===== src/rtl/ign_seq_defs.svh =====
// Purpose: named constants for the ignition power sequencer
// Assumes: 125 MHz system clock, 1 ms delay tick
// Notes:   delay figures are in milliseconds
`ifndef IGN_SEQ_DEFS_SVH
`define IGN_SEQ_DEFS_SVH

`define CLK_PERIOD_NS   32'h0000_0008
`define TICK_PERIOD_NS  32'h000F_4240
`define TICK_CYCLES     (`TICK_PERIOD_NS / `CLK_PERIOD_NS)
`define TICK_MS         32'h0000_0001
`define NS_PER_MS       32'h000F_4240
// host button press width, 200 ms
`define PULSE_MS        32'h0000_00C8
`define PULSE_CYCLES    (`PULSE_MS * `NS_PER_MS / `CLK_PERIOD_NS)

`define T_160MS         32'h0000_00A0
`define T_10S           32'h0000_2710
`define T_30S           32'h0000_7530
`define T_1MIN          32'h0000_EA60
`define T_3MIN          32'h0002_BF20
`define T_5MIN          32'h0004_93E0
`define T_10MIN         32'h0009_27C0
`define T_30MIN         32'h001B_7740
`define T_2H            32'h006D_DD00
`define T_NONE          32'h0000_0000
`define T_HARD_OFF      `T_10MIN
`define T_UNDERVOLT     `T_1MIN
`define T_BOOT_TIMEOUT  `T_1MIN
`define BOOT_RETRIES    4'h3
// synchroniser reset: front button idles high, mode reads reserved
`define SYNC_IDLE       9'h01F

`define MODE_ATX        4'h0
`define MODE_AT         4'h1
`define MODE_IGN_FIRST  4'h2
`define MODE_IGN_LAST   4'hE
`define MODE_SMART_A    4'hD
`define MODE_SMART_B    4'hE
`define MODE_RESERVED   4'hF

`endif


===== src/rtl/ign_seq_pkg.sv =====
// Purpose: types shared by the ignition power sequencer
// Assumes: nothing beyond the defs header
// Notes:   state codes are left to the tools
package ign_seq_pkg;
    typedef enum logic [3:0] {
        S_IDLE, S_ATX, S_ON_DELAY, S_RAIL_UP, S_PWR_ON, S_BOOT_WAIT,
        S_RUNNING, S_OFF_DELAY, S_OFF_PULSE, S_SHUT_WAIT, S_HALT
    } seq_state_t;
endpackage


===== src/rtl/ignition_power_sequencer.sv =====
// Purpose: ignition driven power sequencer for a host computer
// Assumes: always-on clock; all inputs are asynchronous pins
// Notes:   mode switch is latched while idle
// Notes on behaviour
// - with DC present, sample ignition each tick, idle with host rails off
// - ignition active while idle starts the selected power-on delay
// - power-on delay expiry turns on both standby rails
// - after rails are on, one low pulse on the host button line
// - ignition inactive while running starts the selected power-off delay
// - power-off delay expiry issues another button pulse for soft-off
// - host sensed off: drop both rails and return to idle
// - undervoltage held 60 s while operational shuts the host down
// - ignition lost during power-on delay: abandon, idle, no rails
// - ignition back during power-off delay: abandon, keep host running
// - host still on 10 minutes after off delay: force power off
// - modes 13 and 14 cut power at once if host stops during off delay
// - 4-bit switch selects modes 0 to 15; modes 2 to 14 each a delay pair
// - mode 0 ignores ignition; front button alone controls the host
// - mode 1 powers on with DC, no delay, retries failed boots
// - mode 2: 160 ms on, 160 ms off, 10 minute hard-off
// - modes 3-8: 10s/10s,10s/1m,10s/5m,30s/1m,30s/5m,30s/10m
// - modes 9-12: 3m/1m, 3m/10m, 3m/30m, 10m/30m
// - modes 13, 14: 30 s or 3 min on, 2 hours off
`timescale 1ns/1ps
`default_nettype none
`include "ign_seq_defs.svh"

module ignition_power_sequencer #(
    parameter int TICK_CYCLES  = `TICK_CYCLES,
    parameter int PULSE_CYCLES = `PULSE_CYCLES
) (
    // clock and reset
    input  wire logic       i_sys_clk,
    input  wire logic       i_reset_n,
    // vehicle side
    input  wire logic       i_ignition_input,
    input  wire logic       i_dc_present,
    input  wire logic       i_undervoltage,
    input  wire logic [3:0] i_mode_switch,
    input  wire logic       i_front_button_n,
    // host side
    input  wire logic       i_host_on,
    output logic            o_host_power_button_n,
    output logic            o_standby_rail_low_en,
    output logic            o_standby_rail_high_en
);
    import ign_seq_pkg::*;

    // modes 0, 1 and 15 carry no delays
    function automatic logic [31:0] on_delay_ms(input logic [3:0] m);
        case (m)
            4'h2:                   on_delay_ms = `T_160MS;
            4'h3, 4'h4, 4'h5:       on_delay_ms = `T_10S;
            4'h6, 4'h7, 4'h8, 4'hD: on_delay_ms = `T_30S;
            4'h9, 4'hA, 4'hB, 4'hE: on_delay_ms = `T_3MIN;
            4'hC:                   on_delay_ms = `T_10MIN;
            default:                on_delay_ms = `T_NONE;
        endcase
    endfunction

    function automatic logic [31:0] off_delay_ms(input logic [3:0] m);
        case (m)
            4'h2:             off_delay_ms = `T_160MS;
            4'h3:             off_delay_ms = `T_10S;
            4'h4, 4'h6, 4'h9: off_delay_ms = `T_1MIN;
            4'h5, 4'h7:       off_delay_ms = `T_5MIN;
            4'h8, 4'hA:       off_delay_ms = `T_10MIN;
            4'hB, 4'hC:       off_delay_ms = `T_30MIN;
            4'hD, 4'hE:       off_delay_ms = `T_2H;
            default:          off_delay_ms = `T_NONE;
        endcase
    endfunction

    // pin synchronisers: ign, dc, uv, host, front, mode
    logic [8:0]  sync1_r;
    logic [8:0]  sync2_r;
    wire  [8:0]  pins = {i_ignition_input, i_dc_present, i_undervoltage,
                         i_host_on, i_front_button_n, i_mode_switch};
    wire         ign_s   = sync2_r[8];
    wire         dc_s    = sync2_r[7];
    wire         uv_s    = sync2_r[6];
    wire         host_s  = sync2_r[5];
    wire         front_s = sync2_r[4];
    wire  [3:0]  mode_s  = sync2_r[3:0];

    always_ff @(posedge i_sys_clk or negedge i_reset_n) begin
        if (!i_reset_n) begin
            // idle levels, so no false press or mode 0 entry follows reset
            sync1_r <= `SYNC_IDLE;
            sync2_r <= `SYNC_IDLE;
        end else begin
            sync1_r <= pins;
            sync2_r <= sync1_r;
        end
    end

    seq_state_t  state_r;
    seq_state_t  state_nxt;
    logic [31:0] tick_cnt_r;
    logic [31:0] cnt_r;
    logic [31:0] uv_cnt_r;
    logic [31:0] pulse_cnt_r;
    logic [3:0]  retry_r;
    logic [3:0]  mode_r;
    logic        ign_smp_r;
    logic        rail_r;
    logic        btn_n_r;

    // slow tick; delays resolve to one tick
    wire tick = (tick_cnt_r == 32'(TICK_CYCLES - 1));

    // setting 15 lies outside every decode, so it stays inert
    wire mode_ign   = (mode_r >= `MODE_IGN_FIRST) && (mode_r <= `MODE_IGN_LAST);
    wire mode_smart = (mode_r == `MODE_SMART_A) || (mode_r == `MODE_SMART_B);
    wire mode_at    = (mode_r == `MODE_AT);
    wire mode_atx   = (mode_r == `MODE_ATX);

    wire on_done    = cnt_r >= on_delay_ms(mode_r) / `TICK_MS;
    wire off_done   = cnt_r >= off_delay_ms(mode_r) / `TICK_MS;
    wire hard_done  = cnt_r >= `T_HARD_OFF / `TICK_MS;
    wire boot_done  = cnt_r >= `T_BOOT_TIMEOUT / `TICK_MS;
    wire operating  = (state_r == S_RUNNING) || (state_r == S_OFF_DELAY);
    wire uv_expired = operating && (uv_cnt_r >= `T_UNDERVOLT / `TICK_MS);
    wire pulse_last = (pulse_cnt_r == 32'h0000_0001);

    always_comb begin
        state_nxt = state_r;
        case (state_r)
            S_IDLE: begin
                if (dc_s && mode_atx)
                    state_nxt = S_ATX;
                else if (dc_s && mode_at && !uv_s)
                    state_nxt = S_ON_DELAY;
                else if (dc_s && mode_ign && ign_smp_r)
                    state_nxt = S_ON_DELAY;
            end
            S_ATX:       state_nxt = S_ATX;
            S_ON_DELAY: begin
                if (mode_ign && !ign_smp_r)
                    state_nxt = S_IDLE;
                else if (on_done)
                    state_nxt = S_RAIL_UP;
            end
            S_RAIL_UP:   if (tick) state_nxt = S_PWR_ON;
            S_PWR_ON:    if (pulse_last) state_nxt = S_BOOT_WAIT;
            S_BOOT_WAIT: begin
                if (host_s)
                    state_nxt = S_RUNNING;
                else if (boot_done && mode_at && retry_r < `BOOT_RETRIES)
                    state_nxt = S_PWR_ON;
                else if (boot_done && mode_at)
                    state_nxt = S_HALT;
                else if (boot_done)
                    state_nxt = S_RUNNING;
            end
            S_RUNNING: begin
                if (!host_s)
                    state_nxt = S_IDLE;
                else if (uv_expired)
                    state_nxt = S_OFF_PULSE;
                else if (mode_ign && !ign_smp_r)
                    state_nxt = S_OFF_DELAY;
            end
            S_OFF_DELAY: begin
                if (ign_smp_r)
                    state_nxt = S_RUNNING;
                else if (mode_smart && !host_s)
                    state_nxt = S_IDLE;
                else if (uv_expired || off_done)
                    state_nxt = S_OFF_PULSE;
            end
            S_OFF_PULSE: if (pulse_last) state_nxt = S_SHUT_WAIT;
            S_SHUT_WAIT: begin
                if (!host_s || hard_done)
                    state_nxt = S_IDLE;
            end
            S_HALT:      state_nxt = S_HALT;
            default:     state_nxt = S_IDLE;
        endcase
        // losing DC drops everything; reserved setting never leaves idle
        if (!dc_s)
            state_nxt = S_IDLE;
    end

    wire entering   = (state_nxt != state_r);
    wire pulse_go   = entering && ((state_nxt == S_PWR_ON) || (state_nxt == S_OFF_PULSE));
    wire rails_nxt  = (state_nxt != S_IDLE) && (state_nxt != S_ON_DELAY)
                      && (state_nxt != S_HALT);
    wire [31:0] pulse_nxt = pulse_go ? 32'(PULSE_CYCLES) :
                            (pulse_cnt_r != 32'h0) ? pulse_cnt_r - 32'h1 : 32'h0;
    wire btn_nxt    = (state_nxt == S_ATX) ? front_s : (pulse_nxt == 32'h0);

    always_ff @(posedge i_sys_clk or negedge i_reset_n) begin
        if (!i_reset_n) begin
            state_r     <= S_IDLE;
            tick_cnt_r  <= 32'h0;
            cnt_r       <= 32'h0;
            pulse_cnt_r <= 32'h0;
        end else begin
            state_r     <= state_nxt;
            tick_cnt_r  <= tick ? 32'h0 : tick_cnt_r + 32'h1;
            cnt_r       <= entering ? 32'h0 : cnt_r + {31'h0, tick};
            pulse_cnt_r <= pulse_nxt;
        end
    end

    always_ff @(posedge i_sys_clk or negedge i_reset_n) begin
        if (!i_reset_n) begin
            uv_cnt_r  <= 32'h0;
            retry_r   <= 4'h0;
            mode_r    <= `MODE_RESERVED;
            ign_smp_r <= 1'b0;
            rail_r    <= 1'b0;
            btn_n_r   <= 1'b1;
        end else begin
            // restarts whenever the comparator clears
            uv_cnt_r  <= (uv_s && operating) ? uv_cnt_r + {31'h0, tick} : 32'h0;
            retry_r   <= (state_r == S_IDLE) ? 4'h0 :
                         (pulse_go && state_r == S_BOOT_WAIT) ? retry_r + 4'h1 : retry_r;
            mode_r    <= (state_r == S_IDLE) ? mode_s : mode_r;
            ign_smp_r <= tick ? ign_s : ign_smp_r;
            rail_r    <= rails_nxt;
            btn_n_r   <= btn_nxt;
        end
    end

    assign o_standby_rail_low_en  = rail_r;
    assign o_standby_rail_high_en = rail_r;
    assign o_host_power_button_n  = btn_n_r;
endmodule // ignition_power_sequencer
`default_nettype wire


===== config.mk =====
export PLATFORM = sky130hd
export DESIGN_NAME = ignition_power_sequencer
export DESIGN_NICKNAME = d
export VERILOG_FILES = /design/src/rtl/ign_seq_pkg.sv /design/src/rtl/ignition_power_sequencer.sv
export VERILOG_INCLUDE_DIRS = /design/src /design/src/rtl
export SDC_FILE = /design/constraint.sdc
export NUM_CORES = 1
export LEC_CHECK = 0
export ABC_AREA = 1
export BUFFER_PORTS_ARGS = -buffer_cell sky130_fd_sc_hd__buf_2
export CORE_UTILIZATION = 40
export CTS_CLUSTER_DIAMETER = 60
export DETAILED_ROUTE_END_ITERATION = 8
export MAX_ROUTING_LAYER = met4
export PLACE_DENSITY = 0.61
export SLEW_MARGIN = 20
export SYNTH_ARGS = -nofsm -noshare
export SYNTH_HDL_FRONTEND = slang
export SYNTH_SLANG_ARGS = --single-unit

===== constraint.sdc =====
create_clock -name i_sys_clk -period 9.55 [get_ports i_sys_clk]
set_input_delay 1.91 -clock i_sys_clk [delete_from_list [all_inputs] [get_ports i_sys_clk]]
set_output_delay 1.91 -clock i_sys_clk [all_outputs]
set_load 0.02 [all_outputs]

==> flow_summary.ini, run 1 <==
[yosys]
synth_cell_type_count = 44
mappedNetlistArea_um2 = 9840
count_of_flip_flops_with_a_built_in_enable_after_synthesis = 0
synth.top_cells.by_count = sky130_fd_sc_hd__nand2_1, sky130_fd_sc_hd__nor2_1, sky130_fd_sc_hd__inv_1, sky130_fd_sc_hd__dfrtp_1, sky130_fd_sc_hd__nand3_1
ys_ff_latch = 161
primary_ff_master_synth = sky130_fd_sc_hd__dfrtp_1
synth.largest_area_cell = sky130_fd_sc_hd__dfrtp_1
yosys.cell_count.top_type = sky130_fd_sc_hd__nand2_1
synth_warnings = 0
post_synth_inst_count = 1312
postSynth.asyncResetShare_pct = 100
yosysSeqAreaShare_pct = 41.1
netlist.area_leader.share_pct = 37.1
synth.area.top_cells = sky130_fd_sc_hd__dfrtp_1, sky130_fd_sc_hd__nand2_1, sky130_fd_sc_hd__nor2_1
synthesis.area_per_instance_um2 = 7.50
mappedNetlistNets = 1373

[critical_path]
cp_max_fo = 33
endpoint_kind = flop
startpoint_type = flop
worst_ep_arrival_time_ns = 5.28
critPathRequiredTime_ns = 9.85
critical_path_class = flop to flop

[clocking]
htreeDepth = 4
numCtsBuffers = 17
cts_tree = done
clk_latency_ns = 0.43
clock-sinks = 161
post_cts_hold_buffer_count = 0
cts_resized = 0
cts_buffer_depth = 2
postCtsSetupRepairBufs = 0
clk_pin_slew_ns = 0.07
cts_root_buffer = sky130_fd_sc_hd__clkbuf_16

[layout]
fillers = 2468
final_cells = 1665
layout.nets = 1389
multi_input_area_um2 = 5030
syn_to_final_growth_pct = 10.1
finish.utilization_pct = 44.7
final-seq-area_um2 = 4050
share_of_cells_above_drive_strength_1_pct = 10.7
final_design_area_no_fill_um2 = 10800
insertedDiodeCount = 0

[status]
status = finished, final reports clean

[place]
hpwlAfterDp_um = 16100
port_buffers = 13
dpl.cell_count = 1633
post_dp_cell_area_um2 = 10200
globalplace.congestion = 0.941

[timing]
tightest_slew_ns = 0.943
timing_max_transition_violations_final = 0
tns_ns = 0
setup_viol = 0
fin_crit_sh_pct = 52.2
rsz0062_at_grt = false
maximum_operating_frequency_mhz = 201
clock-skew-final_ns = 0.00893
final.min_clock_period_ns = 4.98
final-hold-violation-count = 0
timing.max_slew.rel_slack_pct = 37.1

[drt]
drt_drc_violations_left = 0
detail_route.iter0.violations = 491
drt_pre_antenna_iters = 5
route.detailed.wl_per_inst_um = 13.1
postRouteAntennaNets = 0
finalWirelength_um = 21900
vias = 8259
via_per_instance_ratio = 4.96

[global_routing]
globalRouteTotalUtil_pct = 18.8
grt_antenna_before_repair = 0
use_met3_pct = 3.21
globalRoute.totalOverflow = 0
globalRoute.busiestLayer = met2
pin_count_of_the_biggest_net_entering_global_routing = 86
gr-usage-met1_pct = 24.8
grt_first_pass_wirelength_um = 37800
gr-usage-met2_pct = 29.9
number_of_global_route_vias_before_repair = 7956

[power_and_ir_drop]
power_per_cell_area_nw_per_um2 = 170
vdd_ir_drop_max_mv = 0.0905
cellLeakagePower_nw = 5.53

[min_path]
path_type_of_the_worst_min_delay_path = flop to flop

[floorplanning]
die_width_um = 159
core_um2 = 24200
rows = 57
initial_core_util_pct = 40.6
boundaryPins = 14
die_y_um = 159
fp.dieArea_um2 = 25200

[job]
max_cap_viol_count = 0
-- final cells by class --
| type | instances | share of cell area, % |
|---|---|---|
| Timing Repair Buffer | 14 | 0.728 |
| Multi-Input combinational cell | 950 | 46.4 |
| Inverter | 184 | 6.38 |
| Clock buffer | 20 | 4.22 |
| Clock inverter | 12 | 1.16 |
| Sequential cell | 161 | 37.4 |
| Tap cell | 324 | 3.74 |
-- worst max-delay path: stages (launching register included) --
cell                      delay, ns
sky130_fd_sc_hd__dfstp_2       0.63
sky130_fd_sc_hd__inv_1         0.14
sky130_fd_sc_hd__ha_1          0.35
sky130_fd_sc_hd__or2_2         0.32
sky130_fd_sc_hd__nand3_1       0.08
sky130_fd_sc_hd__ha_1          0.24
sky130_fd_sc_hd__nand2_1       0.09
sky130_fd_sc_hd__nor2_1        0.05
sky130_fd_sc_hd__and2_1        0.17
sky130_fd_sc_hd__nand2_1       0.08
sky130_fd_sc_hd__nor2_1        0.04
sky130_fd_sc_hd__nor2_1        0.12
sky130_fd_sc_hd__nand4_1       0.11
sky130_fd_sc_hd__nand2_1       0.07
sky130_fd_sc_hd__nand2_1       0.06
sky130_fd_sc_hd__nand2_1       0.08
sky130_fd_sc_hd__nand2_1       0.10
sky130_fd_sc_hd__nand2_1       0.09
sky130_fd_sc_hd__nand2_1       0.04
sky130_fd_sc_hd__nor2_1        0.11
sky130_fd_sc_hd__nand3_2       0.54
sky130_fd_sc_hd__nand2_2       0.64
sky130_fd_sc_hd__inv_1         0.31
sky130_fd_sc_hd__nand2_1       0.18
sky130_fd_sc_hd__xor2_1        0.15
sky130_fd_sc_hd__nor2_1        0.06
-- cells in the final DEF (no fill, tap or decap), types with 3 or more instances in the layout --
cell                        synthesis  layout
sky130_fd_sc_hd__o21ai_0           44      44
sky130_fd_sc_hd__nor3b_1            9       9
sky130_fd_sc_hd__dfstp_2           15      15
sky130_fd_sc_hd__a21oi_1           59      59
sky130_fd_sc_hd__xor2_1            27      27
sky130_fd_sc_hd__inv_2              8       8
sky130_fd_sc_hd__a31oi_1            3       3
sky130_fd_sc_hd__o21bai_1           5       5
sky130_fd_sc_hd__xnor2_1           13      13
sky130_fd_sc_hd__nor4_1             7       7
sky130_fd_sc_hd__nor2_4             3       3
sky130_fd_sc_hd__nor2_2            30      30
sky130_fd_sc_hd__clkbuf_16          0      17
sky130_fd_sc_hd__nand3_1           73      73
sky130_fd_sc_hd__ha_1              50      50
sky130_fd_sc_hd__buf_2              3      12
sky130_fd_sc_hd__and3_1             4       4
sky130_fd_sc_hd__nor2_1           213     213
sky130_fd_sc_hd__nand2_2           15      15
sky130_fd_sc_hd__clkinv_4           0       3
sky130_fd_sc_hd__nand3_2           10      10
sky130_fd_sc_hd__nand2_1          259     259
sky130_fd_sc_hd__o31ai_1            3       3
sky130_fd_sc_hd__nand3b_1           6       6
sky130_fd_sc_hd__nor3_1            50      50
sky130_fd_sc_hd__inv_1            176     176
sky130_fd_sc_hd__o221ai_1           3       3
sky130_fd_sc_hd__nor3_2             3       3
sky130_fd_sc_hd__dfrtp_1          146     146
sky130_fd_sc_hd__o211ai_1           5       5
sky130_fd_sc_hd__nand4_1           26      26
sky130_fd_sc_hd__or2_2             14      14
-- power by group --
part           leakage, nW  internal [mW]  total (mW)  switching [mW]
combinational         3.09          0.141       0.427           0.286
sequential            2.16          0.706       0.732          0.0259
clock                0.279          0.378       0.679           0.300
-- per-stage QoR --
step                      power [mW]  setup WS (ns)  hold slack [ns]
final                           1.84           4.57            0.351
after global routing            1.96           3.95            0.355
after CTS                       1.86           4.53            0.353
after detailed placement        1.17           4.58            0.337
after global placement          1.17           4.70            0.337
after floorplan                 1.06           6.01            0.331
-- path summary, 6_finish.rpt --
check	startpoint	to	slack (ns)	depth (start not counted)
setup / recovery	mode_r[0]	retry_r[0]	4.57	25
min in group asynchronous	i_reset_n	pulse_cnt_r[19]	1.54	1
max in group asynchronous	i_reset_n	uv_cnt_r[22]	6.57	2
setup reg to reg	mode_r[0]	retry_r[0]	4.57	25
hold / removal	sync1_r[8]	sync2_r[8]	0.35	0
hold reg to reg	sync1_r[8]	sync2_r[8]	0.35	0
-- logic make-up (layout without fill, tap and decap cells) --
group                      Yosys count  in the layout  share of synthesized area, %
AOI/OAI and AO/OA                  135            135                          7.65
and+or+nand+nor                    725            725                          33.5
xor gates and xnor gates            40             40                          3.56
DFF                                161            161                          41.1
adders and majority gates           50             50                          6.36
buffers and inverters              201            230                          7.78
-- registers in the layout, indices dropped and copies added, names as in the netlist, 9 cells and up --
register / cells
pulse_cnt_r: 32
sync1_r: 9
tick_cnt_r: 32
uv_cnt_r: 32
sync2_r: 9
cnt_r: 32
-- layer usage --
layer	wire length, um	share of wire (%)
met3	733	3.4
met5	0	0
met2	10000	46
met4	280	1.3
met1	10800	49
(Power assumes the default switching activity.)
==> inputs of run 2 (changes only) <==
- ABC_AREA: 1 -> 0
- PLACE_DENSITY: 0.61 -> 0.63
- clock period: 9.55 -> 4.3 ns (I/O delays scaled with it)
==> run 2 against run 1 <==
  * Sequential power up 120%
  * Largest cell class unchanged
  * Non-clock buffer count up 59
  * Wire length down 3.8%
  * Combinational power up 110%
  * Die area down 4.7%
  * Via count down 9.7%
  * Critical path type unchanged
  * Flip-flop and latch count unchanged
  * Total power up 120%
  * Final cell count down 17%
==> flow_summary.ini, run 2 <==
[status]
status = finished, final reports clean

[global_routing]
grt_antenna_before_repair = 0
globalRoute.totalOverflow = 0
pin_count_of_the_biggest_net_entering_global_routing = 90
globalRouteTotalUtil_pct = 19.5
number_of_global_route_vias_before_repair = 7418
grt_first_pass_wirelength_um = 36500

[clocking]
clk_pin_slew_ns = 0.07
cts_root_buffer = sky130_fd_sc_hd__clkbuf_16
clock-sinks = 161
cts_buffer_depth = 2
htreeDepth = 4
clk_latency_ns = 0.44
numCtsBuffers = 17
cts_tree = done

[yosys]
count_of_flip_flops_with_a_built_in_enable_after_synthesis = 0
synth.area.mux_share_pct = 0.454
yosys.cell_count.top_type = sky130_fd_sc_hd__dfrtp_1
post_synth_inst_count = 995
ys_ff_latch = 161
synth_cell_type_count = 67
synth.largest_area_cell = sky130_fd_sc_hd__dfrtp_1
synth_warnings = 0
area_fraction_in_compound_gates_after_synthesis_pct = 10.0
primary_ff_master_synth = sky130_fd_sc_hd__dfrtp_1
synth.area.top_cells = sky130_fd_sc_hd__dfrtp_1, sky130_fd_sc_hd__ha_1, sky130_fd_sc_hd__xnor2_1
yosysSeqAreaShare_pct = 43.2
mappedNetlistNets = 1056
adder_cell_share_of_the_synthesized_area_pct = 6.67
synth.top_cells.by_count = sky130_fd_sc_hd__dfrtp_1, sky130_fd_sc_hd__nor2_1, sky130_fd_sc_hd__nand2_1, sky130_fd_sc_hd__xnor2_1, sky130_fd_sc_hd__xor2_1
netlist.area_leader.share_pct = 39.0
postSynth.asyncResetShare_pct = 100
synthesis.area_per_instance_um2 = 9.42
mappedNetlistArea_um2 = 9380
synth_top_family_by_area = simple AND/OR/NAND/NOR gates
synth-simple-area-share_pct = 26.4
synth_xor_area_share_pct = 10.3

[drt]
vias = 7457
via_per_instance_ratio = 5.40
drt_pre_antenna_iters = 7
detail_route.iter0.violations = 528
route.detailed.wl_per_inst_um = 15.2
postRouteAntennaNets = 0
finalWirelength_um = 21000
drt_drc_violations_left = 0

[place]
port_buffers = 13
post_dp_cell_area_um2 = 10200
dpl.cell_count = 1346
globalplace.congestion = 0.915
pre_cts_slack_ns = -0.157
hpwlAfterDp_um = 14400

[timing]
timing.max_slew.rel_slack_pct = 39.8
maximum_operating_frequency_mhz = 244
final.min_clock_period_ns = 4.10
tns_ns = 0
timing_max_transition_violations_final = 0
clock-skew-final_ns = 0.0150
fin_crit_sh_pct = 95.5
final.hold.worst_slack_ns = 0.353
post_layout_worst_setup_margin_ns = 0.195
tightest_slew_ns = 0.892
setup_viol = 0
final-hold-violation-count = 0

[power_and_ir_drop]
proportion_of_power_drawn_by_flip_flops_and_latches_pct = 38.9
clock_power_share_pct = 39.5
power_switching_share_pct = 29.5
power_per_cell_area_nw_per_um2 = 374
comb_power_share_pct = 21.6
cellLeakagePower_nw = 4.98
vdd_ir_drop_max_mv = 0.273
p_sw_mw = 1.21
internal-power_mw = 2.89

[layout]
syn_to_final_growth_pct = 16.9
layout.nets = 1117
insertedDiodeCount = 0
final_cells = 1382
leading_cell_types_in_the_layout_fill_and_taps_excluded = sky130_fd_sc_hd__dfrtp_1, sky130_fd_sc_hd__nor2_1, sky130_fd_sc_hd__nand2_1
final_design_area_no_fill_um2 = 11000
final_common_cell = sky130_fd_sc_hd__dfrtp_1
share_of_cells_above_drive_strength_1_pct = 16.1

[critical_path]
endpoint_kind = flop
critPathRequiredTime_ns = 4.65
worst_ep_arrival_time_ns = 4.46
critical_path_class = flop to flop
cp_max_fo = 8
reg2reg_setup_slack_ns = 0.20
startpoint_type = flop

[job]
max_cap_viol_count = 0

[floorplanning]
fp.dieArea_um2 = 24100
boundaryPins = 14
rows = 55
initial_core_util_pct = 41.2
die_width_um = 155
core_um2 = 22800
die_y_um = 155

[min_path]
path_type_of_the_worst_min_delay_path = flop to flop
run 2: timing repair:
action                                  4_1_cts  5_1_grt
resized for setup                            11       21
gates cloned                                  2        0
pin swaps                                     5       13
hold buffers                                  0        0
endpoints found under the setup margin       31       65
setup buffers                                 0        2
run 2: cells by family (layout without fill, tap and decap cells):
| kind of cell | count (synthesis) | count (layout) |
|---|---|---|
| flops | 161 | 161 |
| fa+ha+maj | 50 | 50 |
| buf+inv | 65 | 137 |
| simple gates | 469 | 469 |
| xor+xnor | 110 | 110 |
| compound gates | 136 | 138 |
| mux | 4 | 4 |
run 2: routing by layer:
layer	routed length [um]	track usage, %
met1	10300	25.9
met2	9460	29.8
met3	776	3.48
met4	500	7.12
met5	0	-
run 2: power groups by stage:
stage	combinational, mW	sequential (mW)	clock (mW)
CTS	0.846	1.59	1.66
global placement	0.802	1.62	0
detailed placement	0.810	1.62	0
global route	0.988	1.60	1.71
finish	0.883	1.59	1.62
floorplan	0.494	1.61	0
run 2: layout make-up:
cell class | count | area [um2]
Multi-Input combinational cell | 771 | 5210
Timing Repair Buffer | 73 | 563
Fill cell | 2132 | 11800
Inverter | 32 | 125
Clock buffer | 18 | 439
Sequential cell | 161 | 4050
Clock inverter | 14 | 190
Tap cell | 313 | 392
run 2: through the flow:
step	total power, mW	utilization (%)
2_1_floorplan	2.10	-
3_3_place_gp	2.42	44.6
3_5_place_dp	2.43	44.6
4_1_cts	4.09	47.7
5_1_grt	4.30	48.1
6_report	4.10	48.1
run 2: final timing paths:
| kind | cells past startpoint | to | from |
|---|---|---|---|
| min in group asynchronous | 1 | cnt_r[10] | i_reset_n |
| hold reg to reg | 0 | sync2_r[8] | sync1_r[8] |
| hold / removal | 0 | sync2_r[8] | sync1_r[8] |
| max in group asynchronous | 2 | sync1_r[4] | i_reset_n |
| setup reg to reg | 16 | pulse_cnt_r[10] | mode_r[1] |
| setup / recovery | 16 | pulse_cnt_r[10] | mode_r[1] |
run 2: worst max-delay path, cell delays in order, from the launching register on:
cell and delay, ns:
sky130_fd_sc_hd__dfstp_2 0.58, sky130_fd_sc_hd__inv_4 0.06, sky130_fd_sc_hd__ha_4 0.27, sky130_fd_sc_hd__nor2_2 0.04, sky130_fd_sc_hd__or2_4 0.24, sky130_fd_sc_hd__a21boi_1 0.13
sky130_fd_sc_hd__ha_1 0.30, sky130_fd_sc_hd__nor2b_1 0.13, sky130_fd_sc_hd__o211a_1 0.20, sky130_fd_sc_hd__o211ai_1 0.15, sky130_fd_sc_hd__a21oi_1 0.10, sky130_fd_sc_hd__or4_4 0.52
sky130_fd_sc_hd__o21a_1 0.20, sky130_fd_sc_hd__a211o_4 0.35, sky130_fd_sc_hd__o311a_4 0.40, sky130_fd_sc_hd__buf_12 0.16, sky130_fd_sc_hd__nor3_4 0.16
==> inputs of run 3 (changes only) <==
- PLACE_DENSITY: 0.63 -> not set
- PLACE_DENSITY_LB_ADDON: not set -> 0.1
==> run 3 against run 2 <==
  * Flip-flop and latch count did not move
  * Setup slack better by 0.0017 ns
  * Sequential power about the same
  * Register-to-register slack hardly changed
  * Die area did not move
  * Worst hold slack worse by 0.0059 ns
  * Clock skew about the same
==> flow_summary.ini, run 3 (synthesized netlist as in run 2, its figures left out) <==
[power_and_ir_drop]
proportion_of_power_drawn_by_flip_flops_and_latches_pct = 39.8
comb_power_share_pct = 21.8
internal-power_mw = 2.76
power_per_cell_area_nw_per_um2 = 366
design_power_total_mw = 4.00
p_sw_mw = 1.24
vdd_ir_drop_max_mv = 0.240
cellLeakagePower_nw = 4.95
power_switching_share_pct = 30.9
clock_power_share_pct = 38.4

[global_routing]
grt_first_pass_wirelength_um = 37400
globalRouteTotalUtil_pct = 20.3
grt_antenna_before_repair = 0
number_of_global_route_vias_before_repair = 7196
globalRoute.totalOverflow = 0
pin_count_of_the_biggest_net_entering_global_routing = 83

[drt]
drt_drc_violations_left = 0
detail_route.iter0.violations = 339
via_per_instance_ratio = 5.31
route.detailed.wl_per_inst_um = 15.8
finalWirelength_um = 21800
drt_pre_antenna_iters = 5
postRouteAntennaNets = 0
vias = 7313

[timing]
final.hold.worst_slack_ns = 0.347
timing_max_transition_violations_final = 0
timing.max_slew.rel_slack_pct = 34.3
setup_viol = 0
tightest_slew_ns = 0.973
rsz0062_at_grt = false
fin_crit_sh_pct = 95.4
final-hold-violation-count = 0
maximum_operating_frequency_mhz = 244
clock-skew-final_ns = 0.0153
final.min_clock_period_ns = 4.10

[layout]
share_of_cells_above_drive_strength_1_pct = 16.0
syn_to_final_growth_pct = 16.5
final_design_area_no_fill_um2 = 10900
leading_cell_types_in_the_layout_fill_and_taps_excluded = sky130_fd_sc_hd__dfrtp_1, sky130_fd_sc_hd__nor2_1, sky130_fd_sc_hd__nand2_1
fillers = 2144
insertedDiodeCount = 0
finish.utilization_pct = 47.9
final_common_cell = sky130_fd_sc_hd__dfrtp_1
layout.nets = 1114

[clocking]
clock-sinks = 161
htreeDepth = 4
cts_buffer_depth = 2
cts_root_buffer = sky130_fd_sc_hd__clkbuf_16
numCtsBuffers = 17
clk_pin_slew_ns = 0.08
post_cts_hold_buffer_count = 0
clk_latency_ns = 0.44
cts_tree = done

[critical_path]
crit_path_top_delay_cell = sky130_fd_sc_hd__dfstp_2
critical_path_class = flop to flop
cp_cell_sequence = inv_1, ha_2, nor2_1, or2_4, a21boi_2, ha_1, nor2b_1, o211a_1, o211ai_1, a21oi_1, or4_4, o21a_1, a211o_1, buf_4, or3_1, buf_12, nor2_1
worst_path_dominant_cell_family = simple AND/OR/NAND/NOR gates
startpoint_type = flop
cp_max_fo = 32
endpoint_kind = flop
critPathRequiredTime_ns = 4.66
critPathMaxStageDelay_ns = 0.54
worst_ep_arrival_time_ns = 4.46
rr_worst_depth = 17
critical_path_cell_count = 17
critical_path_buf_inv_count = 3
critical-path-top-cell-by-count = sky130_fd_sc_hd__nor2_1

[min_path]
hold_depth = 0
path_type_of_the_worst_min_delay_path = flop to flop

[floorplanning]
initial_core_util_pct = 41.2
die_width_um = 155
rows = 55
fp.dieArea_um2 = 24100
die_y_um = 155
boundaryPins = 14
core_um2 = 22800

[place]
post_dp_cell_area_um2 = 10100
port_buffers = 13
hpwlAfterDp_um = 15200
globalplace.congestion = 0.871

[job]
max_cap_viol_count = 0

[status]
status = finished, final reports clean
==> run 3: cell count changes in the layout (fill, tap and decap cells not counted), moves of 2 or more <==
| cell | change |
|---|---|
| sky130_fd_sc_hd__buf_6 | +2 |
| sky130_fd_sc_hd__nor3_2 | +3 |
| sky130_fd_sc_hd__inv_4 | -2 |
| sky130_fd_sc_hd__a21oi_1 | -2 |
| sky130_fd_sc_hd__inv_6 | -3 |
| sky130_fd_sc_hd__o311a_4 | -2 |
| sky130_fd_sc_hd__buf_4 | -6 |
| sky130_fd_sc_hd__bufinv_16 | -2 |
| sky130_fd_sc_hd__a21oi_2 | +2 |
| sky130_fd_sc_hd__clkinv_8 | +2 |
| sky130_fd_sc_hd__nor3_4 | -2 |
==> run 3: stage by stage <==
step                setup slack, ns  instances  setup TNS [ns]
finish                        0.197       1378               0
global route                 0.0103       1378               0
CTS                          0.0155       1377               0
global placement           -0.00198       1341        -0.00198
detailed placement          -0.0311       1341          -0.209
floorplan                   0.00520        995               0
==> run 3: cell type report <==
cell class	count	area, um2	share of cell area, %
Clock inverter	13	153	1.40
Clock buffer	18	439	4.02
Sequential cell	161	4050	37.1
Timing Repair Buffer	71	588	5.39
Multi-Input combinational cell	770	5180	47.4
Inverter	32	120	1.10
Tap cell	313	392	3.59
==> run 3: what timing repair did <==
action                     CTS  global route
setup endpoints to repair   22            67
pin swaps                    5            15
resized for setup            8            26
hold endpoints to repair     0             0
cloned                       2             0
setup buffers                3             1
==> run 3: final timing paths <==
check                           slack (ns)  startpoint    endpoint
worst max-delay path                  0.20   mode_r[1]   cnt_r[31]
worst min-delay path                  0.35  sync1_r[0]  sync2_r[0]
worst max register to register        0.20   mode_r[1]   cnt_r[31]
worst min register to register        0.35  sync1_r[0]  sync2_r[0]
max in group asynchronous             2.94   i_reset_n  sync1_r[4]
min in group asynchronous             0.46   i_reset_n   cnt_r[12]
==> run 3: layer usage <==
layer / track usage, % / vias to the layer above / wire length [um]
li1: - / 3678 / -
met1: 28.2 / 3539 / 11100
met2: 30.3 / 77 / 9810
met3: 3.57 / 19 / 525
met4: 5.70 / 0 / 297
met5: - / - / 0
==> run 3: power by group through the flow <==
stage	Combinational [mW]	Sequential [mW]	Clock [mW]
2_1_floorplan	0.494	1.61	0
3_3_place_gp	0.790	1.62	0
3_5_place_dp	0.792	1.62	0
4_1_cts	0.835	1.59	1.59
5_1_grt	0.973	1.59	1.64
6_report	0.872	1.59	1.54
